## src/inv_reg_regs.svh

```systemverilog
/*
  constants for the inverting capture register: width, reset values
  and timing figures.
  assumes: included by bare name from every design file that needs it.
*/
`ifndef INV_REG_REGS_SVH
`define INV_REG_REGS_SVH

// ----------------------------------------------------------------------
// widths
// ----------------------------------------------------------------------
`define INV_REG_WIDTH      8
`define INV_REG_SYNC_DEPTH 2

// ----------------------------------------------------------------------
// reset values
// ----------------------------------------------------------------------
`define INV_REG_OUT_RST    8'h00
`define INV_REG_OE_RST     1'b0
`define INV_REG_PIN_RST    1'b0
`define INV_REG_OEN_RST    1'b1

// ----------------------------------------------------------------------
// timing
// ----------------------------------------------------------------------
`define INV_REG_CLK_PERIOD_NS 25
`define INV_REG_SYNC_LAT   2
`define INV_REG_PIN_TO_OUT 4

`endif

```

## src/inv_reg_pkg.sv

```systemverilog
/*
  types shared by the inverting capture register and its synchroniser.
  assumes: compiled after inv_reg_regs.svh and before the modules.
*/
`default_nettype none
`include "inv_reg_regs.svh"

package inv_reg_pkg;

  // ----------------------------------------------------------------------
  // carriers
  // ----------------------------------------------------------------------
  typedef logic [`INV_REG_WIDTH-1:0] data_t;

  typedef struct packed
  {
    logic  capture_clk;
    logic  oe_n;
    data_t din;
  } pin_group_t;

  typedef struct packed
  {
    logic  oe;
    data_t data;
  } bus_drive_t;

  // ----------------------------------------------------------------------
  // load state, gray coded
  // ----------------------------------------------------------------------
  typedef enum logic [0:0]
  {
    LOAD_EMPTY  = 1'b0,
    LOAD_VALID  = 1'b1
  } load_state_t;

endpackage

`default_nettype wire

```

## src/sync_2ff.sv

```systemverilog
/*
  two-stage synchroniser for a group of asynchronous pin levels.
  assumes: one clock; the first stage is read only by the second.
*/
`default_nettype none
`include "inv_reg_regs.svh"

module sync_2ff
#(
  parameter int                WIDTH   = 1,
  parameter logic [WIDTH-1:0]  RST_VAL = '0
)
(
  input  wire logic             ref_clk_in,
  input  wire logic             reset_in,
  input  wire logic [WIDTH-1:0] async_in,
  output var  logic [WIDTH-1:0] sync_out
);

  // ----------------------------------------------------------------------
  // stages
  // ----------------------------------------------------------------------
  logic [WIDTH-1:0] meta_ff;
  logic [WIDTH-1:0] nxt_meta;
  logic [WIDTH-1:0] stable_ff;
  logic [WIDTH-1:0] nxt_stable;

  always_comb
  begin
    nxt_meta   = async_in;
    nxt_stable = meta_ff;
    if (reset_in)
    begin
      nxt_meta   = RST_VAL;
      nxt_stable = RST_VAL;
    end
  end

  always_ff @(posedge ref_clk_in)
  begin
    meta_ff   <= nxt_meta;
    stable_ff <= nxt_stable;
  end

  assign sync_out = stable_ff;

endmodule

`default_nettype wire

```

## src/inv_capture_reg.sv

```systemverilog
/*
  eight-bit capture register with inverted, enable-gated bus outputs,
  rebuilt as synchronous logic on a fast system clock.
  assumes: capture_clk, oe_n and din are asynchronous pins sampled at
  40 mhz; the pad ring turns inv_bus_out plus inv_bus_oe_out into a
  three-state driver (oe high means driving).
*/
// Summary of operation
// - eight storage bits, all loaded together on one capture edge
// - each rising capture edge stores the level on each data input
// - without a rising capture edge the stored bits never change
// - driven outputs show the complement of each stored bit, zero until a capture follows reset
// - enable low makes all eight outputs drive inverted data
// - enable high floats all eight outputs, no drive at all
// - one enable gates all eight outputs, independent of capture
// - capture continues while outputs float; new data shows on enable
// - outputs stay floated while power (reset) is applied
`default_nettype none
`include "inv_reg_regs.svh"

module inv_capture_reg
(
  input  wire logic                          ref_clk_in,
  input  wire logic                          reset_in,
  input  wire logic                          capture_clk_in,
  input  wire logic                          oe_n_in,
  input  wire logic [`INV_REG_WIDTH-1:0]     din_in,
  output var  logic [`INV_REG_WIDTH-1:0]     inv_bus_out,
  output var  logic                          inv_bus_oe_out
);

  // ----------------------------------------------------------------------
  // pin synchronisation
  // ----------------------------------------------------------------------
  inv_reg_pkg::pin_group_t pins_raw;
  inv_reg_pkg::pin_group_t pins_s;

  assign pins_raw.capture_clk = capture_clk_in;
  assign pins_raw.oe_n        = oe_n_in;
  assign pins_raw.din         = din_in;

  // clock, enable and data share one synchroniser so their latency
  // matches; the edge then samples data from the same pin instant
  sync_2ff
  #(
    .WIDTH   ($bits(inv_reg_pkg::pin_group_t)),
    .RST_VAL ({`INV_REG_PIN_RST, `INV_REG_OEN_RST, `INV_REG_OUT_RST})
  )
  u_pin_sync
  (
    .ref_clk_in (ref_clk_in),
    .reset_in   (reset_in),
    .async_in   (pins_raw),
    .sync_out   (pins_s)
  );

  // ----------------------------------------------------------------------
  // capture edge detection
  // ----------------------------------------------------------------------
  logic cap_prev_ff;
  logic nxt_cap_prev;
  logic cap_edge;

  always_comb
  begin
    nxt_cap_prev = pins_s.capture_clk;
    if (reset_in)
    begin
      nxt_cap_prev = `INV_REG_PIN_RST;
    end
  end

  always_ff @(posedge ref_clk_in)
  begin
    cap_prev_ff <= nxt_cap_prev;
  end

  // only low-to-high counts; a level held high is not a new edge
  assign cap_edge = pins_s.capture_clk & ~cap_prev_ff;

  // ----------------------------------------------------------------------
  // storage
  // ----------------------------------------------------------------------
  inv_reg_pkg::data_t       store_ff;
  inv_reg_pkg::data_t       nxt_store;
  inv_reg_pkg::load_state_t load_ff;
  inv_reg_pkg::load_state_t nxt_load;

  always_comb
  begin
    nxt_store = store_ff;
    if (cap_edge)
    begin
      nxt_store = pins_s.din;
    end
  end

  // storage left unreset
  // a reset here would fake a known value the device never has
  always_ff @(posedge ref_clk_in)
  begin
    store_ff <= nxt_store;
  end

  always_comb
  begin
    nxt_load = load_ff;
    unique case (load_ff)
      inv_reg_pkg::LOAD_EMPTY:
      begin
        if (cap_edge)
        begin
          nxt_load = inv_reg_pkg::LOAD_VALID;
        end
      end
      inv_reg_pkg::LOAD_VALID:
      begin
        nxt_load = inv_reg_pkg::LOAD_VALID;
      end
    endcase
    if (reset_in)
    begin
      nxt_load = inv_reg_pkg::LOAD_EMPTY;
    end
  end

  always_ff @(posedge ref_clk_in)
  begin
    load_ff <= nxt_load;
  end

  // ----------------------------------------------------------------------
  // bus drive
  // ----------------------------------------------------------------------
  inv_reg_pkg::bus_drive_t bus_ff;
  inv_reg_pkg::bus_drive_t nxt_bus;

  always_comb
  begin
    nxt_bus.data = `INV_REG_OUT_RST;
    // invert stored bits
    // limitation: before the first capture the data reads as zero
    if (load_ff == inv_reg_pkg::LOAD_VALID)
    begin
      nxt_bus.data = ~store_ff;
    end
    // shared enable
    // enable follows its pin whatever the capture clock does
    nxt_bus.oe = ~pins_s.oe_n;
    if (reset_in)
    begin
      nxt_bus.data = `INV_REG_OUT_RST;
      nxt_bus.oe   = `INV_REG_OE_RST;
    end
  end

  always_ff @(posedge ref_clk_in)
  begin
    bus_ff <= nxt_bus;
  end

  assign inv_bus_out    = bus_ff.data;
  assign inv_bus_oe_out = bus_ff.oe;

  // ----------------------------------------------------------------------
  // checks
  // ----------------------------------------------------------------------
  a_store_all_bits:
    assert property (@(posedge ref_clk_in) disable iff (reset_in)
      cap_edge |=> store_ff == $past(pins_s.din))
    else $error("stored word differs from sampled data");

  a_store_hold_idle:
    assert property (@(posedge ref_clk_in) disable iff (reset_in)
      !cap_edge && load_ff == inv_reg_pkg::LOAD_VALID |=> $stable(store_ff))
    else $error("stored word changed without a capture edge");

  a_out_inverted:
    assert property (@(posedge ref_clk_in) disable iff (reset_in)
      load_ff == inv_reg_pkg::LOAD_VALID |=> inv_bus_out == ~$past(store_ff))
    else $error("bus data is not the complement of the store");

  a_enable_drive:
    assert property (@(posedge ref_clk_in) disable iff (reset_in)
      !pins_s.oe_n |=> inv_bus_oe_out)
    else $error("enable low did not drive the bus");

  a_enable_float:
    assert property (@(posedge ref_clk_in) disable iff (reset_in)
      pins_s.oe_n [*2] |=> !inv_bus_oe_out)
    else $error("enable high did not float the bus");

  a_enable_no_clock:
    assert property (@(posedge ref_clk_in) disable iff (reset_in)
      $changed(pins_s.oe_n) && !cap_edge |=> $changed(inv_bus_oe_out))
    else $error("enable change was not passed through without capture");

  a_load_while_float:
    assert property (@(posedge ref_clk_in) disable iff (reset_in)
      cap_edge && pins_s.oe_n |-> ##2 inv_bus_out == ~$past(pins_s.din, 2))
    else $error("capture while floated lost the new word");

  a_reset_floats:
    assert property (@(posedge ref_clk_in)
      $past(reset_in) |-> !inv_bus_oe_out)
    else $error("bus driven during reset");

  a_empty_reads_zero:
    assert property (@(posedge ref_clk_in) disable iff (reset_in)
      load_ff == inv_reg_pkg::LOAD_EMPTY && !cap_edge
        |=> ##1 inv_bus_out == `INV_REG_OUT_RST)
    else $error("bus data not zero before the first capture");

  a_first_capture:
    assert property (@(posedge ref_clk_in) disable iff (reset_in)
      cap_edge |=> load_ff == inv_reg_pkg::LOAD_VALID ##1
        inv_bus_out == ~$past(pins_s.din, 2))
    else $error("first capture did not load all eight bits");

endmodule

`default_nettype wire

```

## config.mk

```make
export PLATFORM = sky130hd
export DESIGN_NAME = inv_capture_reg
export DESIGN_NICKNAME = d
export VERILOG_FILES = /design/src/inv_reg_pkg.sv /design/src/sync_2ff.sv /design/src/inv_capture_reg.sv
export VERILOG_INCLUDE_DIRS = /design/src
export SDC_FILE = /design/constraint.sdc
export NUM_CORES = 1
export LEC_CHECK = 0
export ABC_CLOCK_PERIOD_IN_PS = 1500
export BUFFER_PORTS_ARGS = -buffer_cell sky130_fd_sc_hd__buf_2
export CORE_UTILIZATION = 51
export CTS_CLUSTER_DIAMETER = 200
export CTS_CLUSTER_SIZE = 30
export DETAILED_ROUTE_END_ITERATION = 6
export GPL_TIMING_DRIVEN = 1
export PLACE_DENSITY_LB_ADDON = 0.05
export SLEW_MARGIN = 20
export SYNTH_ARGS = -nofsm -noshare
export SYNTH_HDL_FRONTEND = slang
export SYNTH_SLANG_ARGS = --single-unit
```

## constraint.sdc

```tcl
create_clock -name ref_clk_in -period 1.5 [get_ports ref_clk_in]
set_clock_uncertainty 0.2 [all_clocks]
set_input_delay 0.3 -clock ref_clk_in [delete_from_list [all_inputs] [get_ports ref_clk_in]]
set_output_delay 0.3 -clock ref_clk_in [all_outputs]
set_load 0.02 [all_outputs]
```

==> flow_metrics.py, run 1 <==
metrics = {
    "run_status": {
        "status": "finished clean",
    },
    "yosys": {
        "synth_top_area_share_pct": 57.2,
        "syn_inst": 75,
        "ys_seq_area_share_pct": 79.4,
        "yosys-top-cells-area": "dfxtp_1 57%, edfxtp_1 22%, nor2b_1 11%",
        "synth.most_common_cell": "dfxtp_1",
        "syn_nets": 87,
        "ys_top_cells_by_count": "31 x dfxtp_1, 19 x nor2b_1, 9 x nor2_1",
        "synth_edf_count": 8,
        "yosysTopAreaCell": "dfxtp_1",
        "ys_types": 10,
        "synth.avg_cell_area_um2": 14.5,
        "yosysWarnings": 0,
        "ys_ff_latch": 39,
        "async_flop_share_pct": 0,
        "synth_top_flop_cell": "dfxtp_1",
        "synth_area_um2": 1080,
    },
    "clocking": {
        "htreeDepth": 2,
        "cts_made_buffers": 5,
        "ctsRootBufferMaster": "clkbuf_4",
        "clk_latency_ns": 0.32,
        "tritoncts": "built",
        "clkSlewWorstSetupHoldPaths_ns": 0.10,
        "cts.path.max_buffers": 2,
        "ctsResizeCount": 0,
        "clock_sink_count": 39,
    },
    "worst_hold_path": {
        "holdPathEnd": "inv_bus_oe_out",
        "hold_depth": 2,
        "hp-class": "in2reg",
        "hp-start": "reset_in",
    },
    "timing": {
        "fin_hold_ws_ns": 0.149,
        "grt_setup_unrepaired": "no",
        "max_freq_ghz": 0.776,
        "period_share_pct": 85.9,
        "hold_violations": 0,
        "tns_ns": 0,
        "tightest_slew_ns": 0.361,
        "slew_viol_final": 0,
        "postLayoutSetupSlackWorst_ns": 0.211,
        "fin_crit_ns": 1.29,
        "slew_headroom_pct": 76.0,
        "setup_viol": 0,
    },
    "setup_path": {
        "cpLargestDelayFamily": "flip-flops",
        "cp-start-kind": "register",
        "path_cells": "buf_2",
        "crit_slowest_cell": "dfxtp_1",
        "crit_buf_inv": 1,
        "r2r-start": "u_pin_sync.sync_out[9]",
        "cp-end-kind": "output pin",
        "max_stage_delay_ns": 0.32,
        "ff2ff_setup_slack_ns": 0.39,
        "r2r-end": "store_ff[3]",
        "crit_type": "reg2out",
        "reg2regPathDepth": 2,
        "cp.required_ns": 1.00,
        "arrival_ns": 0.79,
        "critPathMaxFanout": 1,
    },
    "global_routing": {
        "antenna_found_initial": 0,
        "grt_pass1_vias": 474,
        "grt-ovfl-total": 0,
        "grt_pass1_wl_um": 1790,
        "grt_max_degree": 25,
        "grt_use_total_pct": 12.2,
    },
    "pwr": {
        "peakVddDrop_uv": 826,
        "power_w": 0.00165,
        "powerDensity_nw_per_um2": 1230,
        "p_leak_nw": 0.563,
    },
    "layout": {
        "area_growth_pct": 24.2,
        "final_nets": 122,
        "drive_above_1_share_pct": 25.2,
        "fillerInstances": 156,
        "antenna_cells": 0,
        "final_cells": 138,
    },
    "die": {
        "fp-row-count": 16,
        "die_w_um": 48.1,
        "core_um2": 1980,
        "dieArea_um2": 2320,
        "dieHeight_um": 48.1,
        "initial_utilization_pct": 54.7,
        "num_io_pins": 21,
    },
    "detailed_routing": {
        "drt_wl_total_um": 1140,
        "drtAntennaViolNets": 0,
        "drc": 0,
        "vias": 572,
        "vias_per_cell": 4.14,
        "firstDrtPassIters": 3,
        "drt_iter0_drc": 2,
        "wl_per_cell_um": 8.24,
    },
    "placed_design": {
        "dpl_worst_slack_ns": 0.259,
        "io_buffers": 20,
        "place_congestion": 0.573,
        "placed_cells": 120,
    },
    "job": {
        "maxCapViolCount": 0,
    },
}
[worst max path at each step]
| stage | startpoint | to | slack (ns) | cells past startpoint |
|---|---|---|---|---|
| after global routing | inv_bus_out[7] | inv_bus_out[7] | 0.13 | 1 |
| final | inv_bus_oe_out | inv_bus_oe_out | 0.21 | 1 |
| after CTS | inv_bus_out[6] | inv_bus_out[6] | 0.19 | 1 |
| after global placement | reset_in | inv_bus_out[5] | 0.28 | 3 |
| after floorplan | u_pin_sync.sync_out[9] | store_ff[0] | 0.17 | 1 |
| after detailed placement | reset_in | inv_bus_out[2] | 0.26 | 3 |
[per-layer routing]
metal  GRT usage, %  vias up  wire [µm]
met5              0        -          0
met3           8.89        0         88
met4           5.00        0          0
met2           20.8       24        555
met1           11.1      245        494
li1               -      303          -
[cell type report]
class	count	area, µm²	share of cell area [%]
Tap cell	27	33.8	2.51
Clock inverter	2	7.51	0.557
Clock buffer	6	41.3	3.06
Sequential cell	39	861	63.9
Multi-Input combinational cell	33	196	14.6
Timing Repair Buffer	31	208	15.4
[cells in the final DEF, fill, tap and decap left out, drive strengths merged]
cell type    instances
dfxtp               31
buf                 21
nor2b               19
dlygate4sd3         10
nor2                 9
edfxtp               8
clkbuf               6
or2                  2
clkinv               2
nand2b               1
o21ba                1
and2b                1
[sequential cells by signal, indices dropped and copies added, names as in the netlist]
| signal | cells |
|---|---|
| cap_prev_ff | 1 |
| inv_bus_oe_out | 1 |
| inv_bus_out | 8 |
| load_ff | 1 |
| store_ff | 8 |
| u_pin_sync.meta_ff | 10 |
| u_pin_sync.sync_out | 10 |
[logic make-up (layout without fill, tap and decap cells)]
group,Yosys count,count (layout),share of synthesized area (%)
flip-flops,39,39,79.4
AO/OA/AOI/OAI,1,1,0.923
AND/OR/NAND/NOR,32,32,17.2
buffers and inverters,3,39,2.54
[per-stage QoR]
stage / cell area [µm²] / util [%]
floorplan: 1080 / -
global placement: 1200 / 60.5
detailed placement: 1200 / 60.5
CTS: 1350 / 68.0
global route: 1350 / 68.0
finish: 1350 / 68.0
[what timing repair did]
action | 4_1_cts | 5_1_grt
hold buffers | 10 | 0
hold endpoints to repair | 10 | 0
buffers inserted | 0 | 0
[worst register-to-register path: cells and delay by family, from the launching register on]
kind | cells | cell delay, ns
DFF | 1 | 0.32
buffers and inverters | 1 | 0.18
and+or+nand+nor | 1 | 0.12
[report_power, final]
group	leakage [nW]	total, W	internal, W	switching, W
logic	0.215	0.0000767	0.0000477	0.0000290
clock network	0.0273	0.000457	0.000174	0.000284
registers	0.321	0.00112	0.00111	0.00000935
total	0.563	0.00165	0.00133	0.000322
(Power assumes the default switching activity.)
==> run 2, diff against run 1 <==
--- a/config.mk
+++ b/config.mk
@@ -13,6 +13,7 @@
 export CTS_CLUSTER_SIZE = 30
 export DETAILED_ROUTE_END_ITERATION = 6
 export GPL_TIMING_DRIVEN = 1
+export MAX_ROUTING_LAYER = met4
 export PLACE_DENSITY_LB_ADDON = 0.05
 export SLEW_MARGIN = 20
 export SYNTH_ARGS = -nofsm -noshare
==> flow_metrics.py, run 2 (same netlist as run 1, synthesis figures left out) <==
metrics = {
    "run_status": {
        "status": "finished clean",
    },
    "timing": {
        "slew_viol_final": 0,
        "setup_viol": 0,
        "tns_ns": 0,
        "fin_crit_ns": 1.28,
        "hold_violations": 0,
        "postLayoutSetupSlackWorst_ns": 0.217,
        "max_freq_ghz": 0.779,
        "tightest_slew_ns": 0.360,
        "fin_hold_ws_ns": 0.155,
        "grt_setup_unrepaired": "no",
        "slew_headroom_pct": 76.0,
        "period_share_pct": 85.5,
    },
    "worst_hold_path": {
        "hp-start": "reset_in",
        "hold_depth": 2,
        "hp-class": "in2reg",
    },
    "clocking": {
        "ctsResizeCount": 0,
        "ctsRootBufferMaster": "clkbuf_4",
        "tritoncts": "built",
        "clk_latency_ns": 0.31,
        "clock_sink_count": 39,
        "htreeDepth": 2,
        "clkSlewWorstSetupHoldPaths_ns": 0.10,
        "cts.path.max_buffers": 2,
        "cts_made_buffers": 5,
    },
    "die": {
        "fp-row-count": 16,
        "die_w_um": 48.1,
        "dieHeight_um": 48.1,
        "initial_utilization_pct": 54.7,
        "core_um2": 1980,
        "num_io_pins": 21,
        "dieArea_um2": 2320,
    },
    "layout": {
        "final_common_cell": "dfxtp_1",
        "final_nets": 122,
        "layout_common_cells": "31 x dfxtp_1, 20 x buf_2, 19 x nor2b_1",
        "utilization_pct": 68.0,
        "regArea_um2": 861,
        "area_growth_pct": 24.2,
        "antenna_cells": 0,
        "multi_input_area_um2": 196,
        "fillerInstances": 156,
        "drive_above_1_share_pct": 25.2,
    },
    "detailed_routing": {
        "vias_per_cell": 4.15,
        "drc": 0,
        "drt_iter0_drc": 1,
        "drt_wl_total_um": 1120,
        "firstDrtPassIters": 2,
        "wl_per_cell_um": 8.14,
        "vias": 573,
        "drtAntennaViolNets": 0,
    },
    "setup_path": {
        "crit_slowest_cell": "dfxtp_1",
        "max_stage_delay_ns": 0.32,
        "crit_buf_inv": 1,
        "reg2regPathDepth": 2,
        "cp-end-kind": "output pin",
        "critPathLaunch": "inv_bus_oe_out",
        "crit_type": "reg2out",
        "path_cells": "buf_2",
        "r2r-start": "u_pin_sync.sync_out[9]",
        "cpLargestDelayFamily": "flip-flops",
        "cp.required_ns": 1.00,
        "critPathMaxFanout": 1,
        "crit_cells": 1,
        "cp-start-kind": "register",
        "arrival_ns": 0.78,
    },
    "global_routing": {
        "antenna_found_initial": 0,
        "grt_use_total_pct": 12.4,
        "grt_pass1_wl_um": 1770,
        "grt-ovfl-total": 0,
        "grt_max_degree": 25,
        "grt_pass1_vias": 479,
    },
    "pwr": {
        "peakVddDrop_uv": 825,
        "powerDensity_nw_per_um2": 1220,
        "p_leak_nw": 0.563,
    },
    "placed_design": {
        "io_buffers": 20,
        "dpl_worst_slack_ns": 0.259,
        "place_congestion": 0.576,
    },
    "job": {
        "maxCapViolCount": 0,
    },
}
-- run 2: cell counts in the layout (fill, tap and decap cells not counted) --
Identical to the previous run, type by type.
-- run 2: repair_timing --
action | 4_1_cts | 5_1_grt
hold buffers | 10 | 0
hold endpoints to repair | 10 | 0
setup buffers | 0 | 0
-- run 2: path summary, 6_finish.rpt --
kind / end / slack [ns]
worst max-delay path: inv_bus_oe_out / 0.22
worst min-delay path: inv_bus_oe_out / 0.15
worst max register to register: store_ff[3] / 0.39
worst min register to register: inv_bus_oe_out / 0.19
-- run 2: power breakdown --
group,total [W],switching [W],leakage (nW),internal (W)
Sequential,0.00112,0.00000915,0.321,0.00111
Clock,0.000453,0.000279,0.0273,0.000174
Combinational,0.0000768,0.0000291,0.215,0.0000477
Total,0.00165,0.000317,0.563,0.00133
-- run 2: layer usage --
| metal | up-vias | wire length [µm] | global-route usage (%) |
|---|---|---|---|
| li1 | 303 | - | - |
| met1 | 247 | 482 | 11.1 |
| met2 | 23 | 574 | 20.8 |
| met3 | 0 | 68 | 5.56 |
| met4 | 0 | 0 | 8.33 |
| met5 | - | 0 | - |
-- run 2: metrics by stage --
stage          area (µm²)  power (W)  instances
2_1_floorplan        1080    0.00118         75
3_3_place_gp         1200    0.00120        120
3_5_place_dp         1200    0.00120        120
4_1_cts              1350    0.00168        138
5_1_grt              1350    0.00174        138
6_report             1350    0.00165        138
-- run 2: area by class of cell --
cell class	instances	area share [%]
flip-flops and latches	39	63.9
well taps	27	2.51
clock buffers	6	3.06
repair buffers	31	15.4
multi-input cells	33	14.6
clock inverters	2	0.557
